$ cat src/logic/fep_pkg.sv
// fep_pkg: constants, code tables and types of the 100 Mbps coding block
// assumes one 250 MHz core clock; both mii clocks are divided from it
// How it works
// - 10 Mbps half duplex, inhibit clear: transmit nibbles return on receive
// - no operational loopback at 100 Mbps, full duplex or inhibit set
// - test loopback silences the line side and loops mac data inside
// - test loopback at either speed, needs loop, full duplex, no autoneg
// - at 100 Mbps idle groups flow between frames while transmit enable is low
// - at 100 Mbps the line carries 5-bit groups, one per nibble
// - first two nibbles of a frame become J then K
// - later nibbles map to data groups until transmit enable drops
// - frame end sends T then R, then idle again
// - received J K pair becomes two preamble nibbles
// - at 100 Mbps preamble is always forwarded, never stripped
// - invalid groups received inside a frame raise receive error
// - group 00100 is the error symbol and is flagged
// - collision output follows the collision for its whole length
// - groups leave before scrambling and arrive already descrambled
// - mii clocks run 25 MHz at 100 Mbps and 2.5 MHz at 10
// - invalid symbol at 100 Mbps drives receive nibble 0101 with error
// - carrier sense rises on J K and falls on T R
package fep_pkg;
    localparam int unsigned CLK_HZ      = 250_000_000;
    localparam int unsigned MII_FAST_HZ = 25_000_000;
    localparam int unsigned MII_SLOW_HZ = 2_500_000;
    localparam int unsigned HALF_FAST   = CLK_HZ / (2 * MII_FAST_HZ);
    localparam int unsigned HALF_SLOW   = CLK_HZ / (2 * MII_SLOW_HZ);
    localparam int          DIV_W       = 7;

    localparam logic [4:0] CODE_IDLE = 5'h1f;
    localparam logic [4:0] CODE_J    = 5'h18;
    localparam logic [4:0] CODE_K    = 5'h11;
    localparam logic [4:0] CODE_T    = 5'h0d;
    localparam logic [4:0] CODE_R    = 5'h07;
    localparam logic [4:0] CODE_H    = 5'h04;
    // entry n sits at bits n*5 +: 5, nibble f first
    localparam logic [79:0] CODE_TABLE = {
        5'h1d, 5'h1c, 5'h1b, 5'h1a, 5'h17, 5'h16, 5'h13, 5'h12,
        5'h0f, 5'h0e, 5'h0b, 5'h0a, 5'h15, 5'h14, 5'h09, 5'h1e};
    localparam logic [3:0] NIB_PRE = 4'h5;
    localparam logic [3:0] NIB_ERR = 4'h5;

    localparam logic [31:0] ADDR_CTRL      = 32'h0000_0000;
    localparam logic [31:0] ADDR_STAT      = 32'h0000_0004;
    localparam int          HTRANS_ACT_BIT = 1;
    localparam logic [2:0]  HSIZE_WORD     = 3'h2;
    localparam logic [7:0]  ERR_MAX        = 8'hff;

    typedef struct packed {
        logic inhibit;
        logic speed_100;
        logic aneg;
        logic fdx;
        logic loop;
    } fep_ctrl_t;
    localparam fep_ctrl_t CTRL_RESET = 5'h08;

    typedef struct packed {
        logic [7:0] err_cnt;
        logic [2:0] rsvd;
        logic       op_loop;
        logic       test_loop;
        logic       carrier;
        logic       col;
        logic       crs;
    } fep_stat_t;

    typedef struct packed {
        logic       en;
        logic [3:0] d;
    } fep_mii_tx_t;

    typedef struct packed {
        logic       dv;
        logic       er;
        logic [3:0] d;
    } fep_mii_rx_t;

    typedef enum logic [1:0] {
        TX_IDLE = 2'b00,
        TX_K    = 2'b01,
        TX_DATA = 2'b10,
        TX_R    = 2'b11
    } fep_tx_st_t;

    typedef enum logic [1:0] {
        RX_IDLE = 2'b00,
        RX_SSD2 = 2'b01,
        RX_DATA = 2'b10
    } fep_rx_st_t;
endpackage

$ cat src/logic/fep_codec.sv
// fep_codec: 4b5b data lookup in both directions, purely combinational
// assumes the table in fep_pkg; control groups are handled by the caller
`timescale 1ns/100ps
`default_nettype none
module fep_codec
    import fep_pkg::*;
(
    input  wire logic [3:0] nib_in,
    output logic      [4:0] code_out,
    input  wire logic [4:0] code_in,
    output logic      [3:0] nib_out,
    output logic            hit_out
);
    logic [15:0] hit_w;

    assign code_out = CODE_TABLE[nib_in*5 +: 5];

    genvar gi;
    generate
        for (gi = 0; gi < 16; gi++) begin : g_cmp
            assign hit_w[gi] = (code_in == CODE_TABLE[gi*5 +: 5]);
        end
    endgenerate

    assign hit_out = |hit_w;

    // table entries are unique, so or-ing the indices is exact
    always_comb begin
        nib_out = 4'h0;
        for (int i = 0; i < 16; i++) begin
            if (hit_w[i]) begin
                nib_out = nib_out | 4'(i);
            end
        end
    end
endmodule
`default_nettype wire

$ cat src/logic/fep_pcs_top.sv
// fep_pcs_top: mii side coding, loopbacks, carrier and collision, ahb regs
// assumes an external scrambler on the line ports and a mac on the mii pins
`timescale 1ns/100ps
`default_nettype none
module fep_pcs_top
    import fep_pkg::*;
(
    input  wire logic        clk_in,
    input  wire logic        arst_n_in,
    input  wire logic        hsel_in,
    input  wire logic [31:0] haddr_in,
    input  wire logic [1:0]  htrans_in,
    input  wire logic        hwrite_in,
    input  wire logic [2:0]  hsize_in,
    input  wire logic        hready_in,
    input  wire logic [31:0] hwdata_in,
    output logic      [31:0] hrdata_out,
    output logic             hreadyout_out,
    output logic             hresp_out,
    output logic             mii_tx_clk_out,
    output logic             mii_rx_clk_out,
    input  wire logic [3:0]  mac_transmit_nibbles_in,
    input  wire logic        mii_tx_en_in,
    output logic      [3:0]  mac_receive_nibbles_out,
    output logic             mii_rx_dv_out,
    output logic             mii_rx_er_out,
    output logic             mii_crs_out,
    output logic             mii_col_out,
    output logic      [4:0]  line_tx_code_out,
    output logic             line_tx_en_out,
    input  wire logic [4:0]  line_rx_code_in
);
    // bus slave state
    fep_ctrl_t    ctrl_q;
    logic         wr_pend_q;
    logic [31:0]  wr_addr_q;
    logic [31:0]  hrdata_q;
    logic         hreadyout_q;
    // clock divider
    logic [DIV_W-1:0] div_q;
    logic             tx_clk_q;
    logic             rx_clk_q;
    // synchronisers
    fep_mii_tx_t  tx_m1_q;
    fep_mii_tx_t  tx_s_q;
    logic [4:0]   rx_m1_q;
    logic [4:0]   rx_s_q;
    // coding paths
    fep_mii_tx_t  tx_cap_q;
    fep_tx_st_t   tx_st_q;
    fep_tx_st_t   tx_st_d;
    logic [4:0]   tx_code_q;
    logic [4:0]   tx_code_d;
    logic         line_en_q;
    fep_rx_st_t   rx_st_q;
    fep_rx_st_t   rx_st_d;
    logic [4:0]   rx_last_q;
    fep_mii_rx_t  rx_q;
    fep_mii_rx_t  rx_d;
    logic         car_q;
    logic         car_d;
    logic         crs_q;
    logic         col_q;
    logic [7:0]   err_cnt_q;

    // ---------------- bus decode ----------------
    wire ahb_sel_w = hsel_in && hready_in && htrans_in[HTRANS_ACT_BIT]
                     && (hsize_in == HSIZE_WORD);
    wire ahb_rd_w  = ahb_sel_w && !hwrite_in;
    wire ahb_wr_w  = ahb_sel_w && hwrite_in;
    wire ctrl_wr_w = wr_pend_q && (wr_addr_q == ADDR_CTRL);

    // ---------------- mode decode ----------------
    wire test_loop_w = ctrl_q.loop && ctrl_q.fdx && !ctrl_q.aneg;
    wire op_loop_w   = !ctrl_q.speed_100 && !ctrl_q.fdx
                       && !ctrl_q.inhibit && !test_loop_w;
    wire fast_w      = ctrl_q.speed_100;
    wire loop_w      = test_loop_w || op_loop_w;
    wire tx_path_w   = fast_w && !test_loop_w;
    wire rx_path_w   = fast_w && !loop_w;

    fep_stat_t stat_w;
    assign stat_w.err_cnt   = err_cnt_q;
    assign stat_w.rsvd      = '0;
    assign stat_w.op_loop   = op_loop_w;
    assign stat_w.test_loop = test_loop_w;
    assign stat_w.carrier   = car_q;
    assign stat_w.col       = col_q;
    assign stat_w.crs       = crs_q;

    wire [31:0] rd_mux_w = (haddr_in == ADDR_CTRL) ? 32'(ctrl_q) :
                           (haddr_in == ADDR_STAT) ? 32'(stat_w) : '0;

    // ---------------- mii clock divider ----------------
    wire [DIV_W-1:0] half_w = fast_w ? DIV_W'(HALF_FAST)
                                     : DIV_W'(HALF_SLOW);
    wire div_wrap_w = (div_q >= (half_w - DIV_W'(1)));
    wire rise_w     = div_wrap_w && !tx_clk_q;
    wire fall_w     = div_wrap_w && tx_clk_q;
    wire clk_nxt_w  = div_wrap_w ? !tx_clk_q : tx_clk_q;

    // ---------------- codec ----------------
    logic [4:0] enc_code_w;
    logic [3:0] dec_nib_w;
    logic       dec_hit_w;

    fep_codec u_codec (
        .nib_in   (tx_s_q.d),
        .code_out (enc_code_w),
        .code_in  (rx_last_q),
        .nib_out  (dec_nib_w),
        .hit_out  (dec_hit_w)
    );

    wire ssd_seen_w = (rx_last_q == CODE_J) && (rx_s_q == CODE_K);
    wire esd_seen_w = (rx_last_q == CODE_T) && (rx_s_q == CODE_R);
    wire err_sym_w  = (rx_last_q == CODE_H);

    // ---------------- transmit encoder ----------------
    always_comb begin
        tx_st_d   = tx_st_q;
        tx_code_d = CODE_IDLE;
        case (tx_st_q)
            TX_IDLE: begin
                if (tx_s_q.en) begin
                    tx_code_d = CODE_J;
                    tx_st_d   = TX_K;
                end
            end
            TX_K: begin
                tx_code_d = CODE_K;
                tx_st_d   = TX_DATA;
            end
            TX_DATA: begin
                if (tx_s_q.en) begin
                    tx_code_d = enc_code_w;
                end else begin
                    tx_code_d = CODE_T;
                    tx_st_d   = TX_R;
                end
            end
            TX_R: begin
                tx_code_d = CODE_R;
                tx_st_d   = TX_IDLE;
            end
            default: begin
                tx_st_d = TX_IDLE;
            end
        endcase
    end

    // ---------------- receive decoder ----------------
    always_comb begin
        rx_st_d = rx_st_q;
        rx_d    = '0;
        car_d   = car_q;
        case (rx_st_q)
            RX_IDLE: begin
                if (ssd_seen_w) begin
                    rx_d.dv = 1'b1;
                    rx_d.d  = NIB_PRE;
                    car_d   = 1'b1;
                    rx_st_d = RX_SSD2;
                end
            end
            RX_SSD2: begin
                rx_d.dv = 1'b1;
                rx_d.d  = NIB_PRE;
                rx_st_d = RX_DATA;
            end
            RX_DATA: begin
                if (esd_seen_w) begin
                    car_d   = 1'b0;
                    rx_st_d = RX_IDLE;
                end else if (rx_last_q == CODE_IDLE) begin
                    // stream lost its end pair: one error, then quiet
                    rx_d.er = 1'b1;
                    car_d   = 1'b0;
                    rx_st_d = RX_IDLE;
                end else if (dec_hit_w && !err_sym_w) begin
                    rx_d.dv = 1'b1;
                    rx_d.d  = dec_nib_w;
                end else begin
                    rx_d.dv = 1'b1;
                    rx_d.er = 1'b1;
                    rx_d.d  = NIB_ERR;
                end
            end
            default: begin
                rx_st_d = RX_IDLE;
            end
        endcase
    end

    // ---------------- bus registers ----------------
    always_ff @(posedge clk_in or negedge arst_n_in) begin
        if (!arst_n_in) begin
            ctrl_q      <= CTRL_RESET;
            wr_pend_q   <= 1'b0;
            wr_addr_q   <= '0;
            hrdata_q    <= '0;
            hreadyout_q <= 1'b0;
        end else begin
            hreadyout_q <= 1'b1;
            wr_pend_q   <= ahb_wr_w;
            wr_addr_q   <= haddr_in;
            if (ahb_rd_w) begin
                hrdata_q <= rd_mux_w;
            end
            if (ctrl_wr_w) begin
                ctrl_q <= fep_ctrl_t'(hwdata_in[$bits(fep_ctrl_t)-1:0]);
            end
        end
    end

    // ---------------- divider and synchronisers ----------------
    always_ff @(posedge clk_in or negedge arst_n_in) begin
        if (!arst_n_in) begin
            div_q    <= '0;
            tx_clk_q <= 1'b0;
            rx_clk_q <= 1'b0;
            tx_m1_q  <= '0;
            tx_s_q   <= '0;
            rx_m1_q  <= CODE_IDLE;
            rx_s_q   <= CODE_IDLE;
        end else begin
            div_q    <= div_wrap_w ? '0 : div_q + DIV_W'(1);
            tx_clk_q <= clk_nxt_w;
            rx_clk_q <= clk_nxt_w;
            tx_m1_q  <= {mii_tx_en_in, mac_transmit_nibbles_in};
            tx_s_q   <= tx_m1_q;
            rx_m1_q  <= line_rx_code_in;
            rx_s_q   <= rx_m1_q;
        end
    end

    // ---------------- transmit side ----------------
    // mac values settle a full half period before the next rising edge
    always_ff @(posedge clk_in or negedge arst_n_in) begin
        if (!arst_n_in) begin
            tx_cap_q  <= '0;
            tx_st_q   <= TX_IDLE;
            tx_code_q <= CODE_IDLE;
            line_en_q <= 1'b0;
        end else begin
            line_en_q <= !test_loop_w;
            if (rise_w) begin
                tx_cap_q <= tx_s_q;
            end
            if (!tx_path_w) begin
                tx_st_q   <= TX_IDLE;
                tx_code_q <= CODE_IDLE;
            end else if (rise_w) begin
                tx_st_q   <= tx_st_d;
                tx_code_q <= tx_code_d;
            end
        end
    end

    // ---------------- receive side, updated mid period ----------------
    always_ff @(posedge clk_in or negedge arst_n_in) begin
        if (!arst_n_in) begin
            rx_st_q   <= RX_IDLE;
            rx_last_q <= CODE_IDLE;
            rx_q      <= '0;
            car_q     <= 1'b0;
            err_cnt_q <= '0;
        end else if (fall_w) begin
            rx_last_q <= rx_s_q;
            if (loop_w) begin
                rx_st_q <= RX_IDLE;
                car_q   <= 1'b0;
                rx_q    <= {tx_cap_q.en, 1'b0, tx_cap_q.d};
            end else if (rx_path_w) begin
                rx_st_q <= rx_st_d;
                car_q   <= car_d;
                rx_q    <= rx_d;
                if (rx_d.er && (err_cnt_q != ERR_MAX)) begin
                    err_cnt_q <= err_cnt_q + 8'h01;
                end
            end else begin
                rx_st_q <= RX_IDLE;
                car_q   <= 1'b0;
                rx_q    <= '0;
            end
        end
    end

    // ---------------- carrier and collision ----------------
    always_ff @(posedge clk_in or negedge arst_n_in) begin
        if (!arst_n_in) begin
            crs_q <= 1'b0;
            col_q <= 1'b0;
        end else begin
            crs_q <= car_q || (tx_s_q.en && (!ctrl_q.fdx || test_loop_w));
            col_q <= !ctrl_q.fdx && tx_s_q.en && car_q;
        end
    end

    assign hrdata_out              = hrdata_q;
    assign hreadyout_out           = hreadyout_q;
    assign hresp_out               = 1'b0 & hreadyout_q;
    assign mii_tx_clk_out          = tx_clk_q;
    assign mii_rx_clk_out          = rx_clk_q;
    assign mac_receive_nibbles_out = rx_q.d;
    assign mii_rx_dv_out           = rx_q.dv;
    assign mii_rx_er_out           = rx_q.er;
    assign mii_crs_out             = crs_q;
    assign mii_col_out             = col_q;
    assign line_tx_code_out        = tx_code_q;
    assign line_tx_en_out          = line_en_q;
endmodule
`default_nettype wire

$ cat config.mk
export PLATFORM = sky130hd
export DESIGN_NAME = fep_pcs_top
export DESIGN_NICKNAME = d
export VERILOG_FILES = /design/src/logic/fep_pkg.sv /design/src/logic/fep_codec.sv /design/src/logic/fep_pcs_top.sv
export SDC_FILE = /design/constraint.sdc
export NUM_CORES = 1
export LEC_CHECK = 0
export ABC_CLOCK_PERIOD_IN_PS = 2300
export BUFFER_PORTS_ARGS = -buffer_cell sky130_fd_sc_hd__buf_2
export CAP_MARGIN = 25
export CORE_MARGIN = 3
export CORE_UTILIZATION = 52
export CTS_CLUSTER_DIAMETER = 120
export DETAILED_ROUTE_END_ITERATION = 10
export PLACE_DENSITY = 0.78
export RECOVER_POWER = 50
export SYNTH_ARGS = -nofsm -noshare
export SYNTH_HDL_FRONTEND = slang
export SYNTH_SLANG_ARGS = --single-unit
$ cat constraint.sdc
create_clock -name clk_in -period 2.3 [get_ports clk_in]
set_input_delay 0 -clock clk_in [delete_from_list [all_inputs] [get_ports clk_in]]
set_output_delay 0 -clock clk_in [all_outputs]
set_load 0.01 [all_outputs]
==> impl_metrics.env, run 1 <==
export IMPL_io_buffers=85
export IMPL_htree_levels=4
export IMPL_cts_path_max_buffers=2
export IMPL_leakagePower_uw=0.00305
export IMPL_wl_um=12300
export IMPL_grt_pass1_wl_um=20300
export IMPL_track_usage_pct=23.9
export IMPL_synthTopCellsByArea="dfrtp_1 49%, dfstp_2 11%, nand2_1 3.9%"
export IMPL_status="complete, no violations"
export IMPL_path_max_fanout=5
export IMPL_firstDrtPassIters=7
export IMPL_dieHeight_um=104
export IMPL_fillers=597
export IMPL_ant_nets=0
export IMPL_clk_root_buffer_cell="clkbuf_8"
export IMPL_cp_start_kind="register"
export IMPL_synth_most_common_cell="dfrtp_1"
export IMPL_drv_cap=0
export IMPL_hold_viol=0
export IMPL_grt_pass1_vias=4064
export IMPL_tightest_slew_ps=1090
export IMPL_pre_cts_ws_ps=-4.61
export IMPL_final_setup_viol_count=0
export IMPL_clock_sinks=117
export IMPL_dp_hpwl_um=7420
export IMPL_initial_core_util_pct=55.2
export IMPL_syn_to_final_growth_pct=32.7
export IMPL_wl_per_cell_um=17.1
export IMPL_worstSkewPairLatency_ps=520
export IMPL_clkTransAtPathRegs_ps=70
export IMPL_synthDistinctLibCells=62
export IMPL_worstPathCellList="nor4_1 -> nand4_1 -> nor4_1 -> and4_1 -> mux2_2"
export IMPL_cp_common_cell="nor4_1"
export IMPL_synthCells=430
export IMPL_avgSynthCellArea_um2=11.5
export IMPL_fmax_mhz=456
export IMPL_end_kind="register"
export IMPL_rows=34
export IMPL_grt_ovfl_total=0
export IMPL_dieArea_um2=10700
export IMPL_hold_class="in -> reg"
export IMPL_finClkSkew_ps=12.7
export IMPL_synth_flop_cell="dfrtp_1"
export IMPL_synth_top_cells_by_count="96 x dfrtp_1, 51 x nand2_1, 27 x nor2_1"
export IMPL_drv_slew=0
export IMPL_period_needed_ps=2190
export IMPL_synth_area_um2=4950
export IMPL_numCtsBuffers=17
export IMPL_p_per_area_nw_per_um2=771
export IMPL_crit_type="reg -> reg"
export IMPL_maxSlewHeadroom_pct=27.2
export IMPL_ys_seq_area_share_pct=59.7
export IMPL_synth_area_leader_cell="dfrtp_1"
export IMPL_grt_setup_unrepaired="false"
export IMPL_first_iter_violations=209
export IMPL_fin_crit_sh_pct=95.3
export IMPL_drc=0
export IMPL_place_gp_congestion=0.801
export IMPL_vdd_ir_drop_max_uv=661
export IMPL_ys_seq_elements=117
export IMPL_required_ps=2700
export IMPL_slowest_delay_ps=400
export IMPL_crit_slowest_cell="dfrtp_1"
export IMPL_core_um2=8980
export IMPL_vias_per_cell=5.43
export IMPL_yosys_warnings=0
export IMPL_nNetsFinal=676
export IMPL_antenna_found_initial=0
export IMPL_total_power_uw=5070
export IMPL_dr_total_vias=3914
export IMPL_synth_edf_count=0
export IMPL_cts_tree="done"
export IMPL_async_reset_ff_share_pct=100
export IMPL_grt_max_degree=48
export IMPL_die_x_um=104
export IMPL_synth_top_area_share_pct=48.5
export IMPL_crit_arrival_ps=2590
export IMPL_ios=134
export IMPL_setup_slack_ps=109
export IMPL_drive_gt1_share_pct=24.4
export IMPL_antennaDiodeCount=0
critical path, delay by kind of cell, from the launching register on:
family        cells  cell delay [ps]
simple gates      4             1280
flops             1              400
mux               1              390
report_power, final:
group,switching [µW],internal [µW]
Sequential,34.5,2130
Clock,1070,1600
Combinational,129,114
Total,1230,3840
cells in the final DEF, fill, tap and decap left out, drive strengths merged, types with 6 or more instances in the layout:
cell	n
conb	21
nor3	14
nand3	18
nor4	16
a21oi	10
inv	21
a221oi	6
dfrtp	96
o21ai	20
dlygate4sd3	50
buf	66
dfstp	21
clkbuf	49
mux2	10
nand2	52
xor2	9
ha	10
nor2	28
per-stage QoR:
step / TNS (ps) / cells / utilization, % / instance area (µm²) / hold WS [ps]
after floorplan: 0 / 449 / - / 5020 / -296
after global placement: 0 / 638 / 61.2 / 5490 / 26.9
after detailed placement: -4.61 / 638 / 61.2 / 5490 / 44.7
after CTS: 0 / 720 / 73.5 / 6590 / 31.4
after global routing: 0 / 721 / 73.2 / 6570 / 131
final: 0 / 721 / 73.2 / 6570 / 127
layout make-up:
| class | instances | area [µm²] | area share (%) |
|---|---|---|---|
| clock buffers | 17 | 414 | 6.30 |
| clock inverters | 15 | 184 | 2.80 |
| inverters | 11 | 41.3 | 0.628 |
| multi-input cells | 287 | 1830 | 27.8 |
| flip-flops and latches | 117 | 2950 | 44.9 |
| well taps | 126 | 158 | 2.40 |
| repair buffers | 148 | 995 | 15.1 |
registers in the layout, indices dropped and copies added (netlist names), 2 cells and up:
name	cells
ctrl_q	4
div_q	7
err_cnt_q	8
hrdata_out	13
line_tx_code_out	5
mac_receive_nibbles_out	4
rx_last_q	5
rx_m1_q	5
rx_s_q	5
rx_st_q	2
tx_cap_q	5
tx_m1_q	5
tx_s_q	5
tx_st_q	2
wr_addr_q	32
routing by layer:
| layer | up-vias | track usage, % | routed length [µm] |
|---|---|---|---|
| met4 | 0 | 12.4 | 400 |
| met1 | 1923 | 26.6 | 4600 |
| li1 | 1782 | - | - |
| met2 | 174 | 43.3 | 6610 |
| met5 | - | 0 | 0 |
| met3 | 35 | 4.85 | 710 |
path summary, 6_finish.rpt:
check / depth (start not counted) / from / slack [ps] / endpoint
worst max-delay path: 5 / wr_addr_q[2] / 110 / ctrl_q[2]
worst min-delay path: 2 / mii_tx_en_in / 130 / tx_m1_q[4]
worst max register to register: 5 / wr_addr_q[2] / 110 / ctrl_q[2]
worst min register to register: 0 / tx_m1_q[4] / 350 / tx_s_q[4]
max in group asynchronous: 3 / arst_n_in / 450 / wr_addr_q[23]
min in group asynchronous: 2 / arst_n_in / 240 / tx_s_q[3]
cell families after synthesis:
family / share of synthesized area (%)
XOR/XNOR: 2.30
multiplexers: 3.28
flip-flops: 59.7
AND/OR/NAND/NOR: 17.7
other: 0.152
buffers and inverters: 5.58
AO/OA/AOI/OAI: 8.82
adder cells (fa/ha/maj): 2.53
repair_timing:
action,4_1_cts,5_1_grt
setup endpoints to repair,2,13
setup buffers,0,1
hold buffers,50,0
resized for setup,1,4
endpoints found under the hold margin,151,0
pin swaps,0,1
No activity file was read; power rests on OpenSTA's default activity.
==> run 2, diff against run 1 <==
Settings changed: RECOVER_POWER 50 to 100.
==> impl_metrics.env, run 2 (synthesis results as in run 1) <==
export IMPL_numCtsBuffers=17
export IMPL_hold_depth=2
export IMPL_clkTransAtPathRegs_ps=70
export IMPL_place_gp_congestion=0.801
export IMPL_period_needed_ps=2190
export IMPL_io_buffers=85
export IMPL_required_ps=2690
export IMPL_cellInternalPower_uw=3830
export IMPL_cts_tree="done"
export IMPL_setup_slack_ps=113
export IMPL_dr_total_vias=3894
export IMPL_p_comb_share_pct=4.7
export IMPL_grt_pass1_vias=4064
export IMPL_tightest_slew_ps=1100
export IMPL_ant_nets=0
export IMPL_initial_core_util_pct=55.2
export IMPL_maxSlewHeadroom_pct=26.4
export IMPL_grt_setup_unrepaired="false"
export IMPL_cp_common_cell="nor4_1"
export IMPL_drive_gt1_share_pct=18.7
export IMPL_grt_max_degree=48
export IMPL_critPathTopFamily="simple AND/OR/NAND/NOR gates"
export IMPL_status="complete, no violations"
export IMPL_track_usage_pct=23.9
export IMPL_worstPathCellList="nor4_1 -> nand4_1 -> nor4_1 -> and4_1 -> mux2_1"
export IMPL_dieArea_um2=10700
export IMPL_clockPowerShare_pct=52.5
export IMPL_p_sw_uw=1230
export IMPL_slowest_delay_ps=400
export IMPL_min_to="tx_m1_q[4]"
export IMPL_wl_um=12300
export IMPL_largest_register="wr_addr_q"
export IMPL_syn_to_final_growth_pct=31.5
export IMPL_drc=0
export IMPL_htree_levels=4
export IMPL_first_iter_violations=195
export IMPL_worstSkewPairLatency_ps=520
export IMPL_wl_per_cell_um=17.1
export IMPL_crit_slowest_cell="dfrtp_1"
export IMPL_crit_arrival_ps=2570
export IMPL_cp_num_buf_inv=0
export IMPL_r2r_slack_ps=110
export IMPL_crit_type="reg -> reg"
export IMPL_clk_root_buffer_cell="clkbuf_8"
export IMPL_grt_ovfl_total=0
export IMPL_dp_hpwl_um=7420
export IMPL_finalNonFillerCells=721
export IMPL_seqPwrFrac_pct=42.7
export IMPL_end_kind="register"
export IMPL_layout_common_cells="96 x dfrtp_1, 62 x clkbuf_1, 50 x nand2_1, 50 x dlygate4sd3_1, 27 x nor2_1"
export IMPL_hold_viol=0
export IMPL_setup_tns_ps=0
export IMPL_fmax_mhz=457
export IMPL_fin_crit_sh_pct=95.1
export IMPL_dp_cells=638
export IMPL_final_util_pct=72.5
export IMPL_hold_class="in -> reg"
export IMPL_timing_hold_ws_ps=125
export IMPL_path_max_fanout=5
export IMPL_vias_per_cell=5.40
export IMPL_ios=134
export IMPL_rr_endpoint="ctrl_q[2]"
export IMPL_vdd_ir_drop_max_uv=659
export IMPL_drv_slew=0
export IMPL_die_x_um=104
export IMPL_ff2ff_path_depth=5
export IMPL_finClkSkew_ps=12.2
export IMPL_pre_cts_ws_ps=-4.61
export IMPL_p_sw_share_pct=24.3
export IMPL_cp_start_kind="register"
export IMPL_firstDrtPassIters=5
export IMPL_final_setup_viol_count=0
export IMPL_core_um2=8980
export IMPL_rows=34
export IMPL_nNetsFinal=676
export IMPL_dieHeight_um=104
export IMPL_grt_pass1_wl_um=20300
export IMPL_fillers=621
export IMPL_clock_sinks=117
export IMPL_leakagePower_uw=0.00290
export IMPL_largest_reg_flops=32
export IMPL_min_from="mii_tx_en_in"
export IMPL_antenna_found_initial=0
export IMPL_rr_startpoint="wr_addr_q[2]"
export IMPL_antennaDiodeCount=0
export IMPL_layout_commonest_cell="dfrtp_1"
export IMPL_p_per_area_nw_per_um2=778
export IMPL_cts_path_max_buffers=2
export IMPL_drv_cap=0
run 2: stage by stage:
| stage | area [µm²] | power [µW] |
|---|---|---|
| after floorplan | 5020 | 2270 |
| after global placement | 5490 | 2370 |
| after detailed placement | 5490 | 2380 |
| after CTS | 6590 | 5090 |
| after global routing | 6510 | 5210 |
| final | 6510 | 5060 |
run 2: how the worst max path moves through the flow:
stage	slack, ps	to	depth (start not counted)	from
2_1_floorplan	180	err_cnt_q[3]	8	fast_w
3_3_place_gp	110	err_cnt_q[3]	8	fast_w
3_5_place_dp	-5	err_cnt_q[4]	8	fast_w
4_1_cts	110	err_cnt_q[4]	8	fast_w
5_1_grt	0.6	err_cnt_q[7]	5	rx_last_q[4]
6_report	110	ctrl_q[2]	5	wr_addr_q[2]
run 2: repair_timing:
action	4_1_cts	5_1_grt
hold endpoints to repair	151	0
endpoints found under the setup margin	2	13
gates cloned	0	0
pin swaps	0	1
setup buffers	0	1
resized for setup	1	4
hold buffers	50	0
run 2: worst reg2reg max path, cell delays in order (launching register included):
cell     delay [ps]
dfrtp_1         400
nor4_1          360
nand4_1         140
nor4_1          370
and4_1          400
mux2_1          400
run 2: power by group through the flow:
stage / clock [µW] / combinational, µW / sequential, µW
6_report: 2660 / 238 / 2160
5_1_grt: 2780 / 266 / 2170
4_1_cts: 2680 / 247 / 2160
3_5_place_dp: 0 / 180 / 2200
3_3_place_gp: 0 / 174 / 2190
2_1_floorplan: 0 / 76.9 / 2190
run 2: cell type report:
cell class                 instances  area, µm²  share of cell area [%]
clock buffer                      17        414                    6.36
clock inverter                    15        184                    2.82
tap                              126        158                    2.42
inverter                          11       41.3                   0.634
multi-input combinational        287       1810                    27.9
timing repair buffer             148        946                    14.5
sequential                       117       2950                    45.4
run 2: per-layer routing:
metal  wire, µm  vias to the layer above  track usage, %
met2       6570                      174            43.3
li1           -                     1789               -
met3        672                       44            4.85
met5          0                        -               0
met1       4670                     1887            26.6
met4        433                        0            12.4
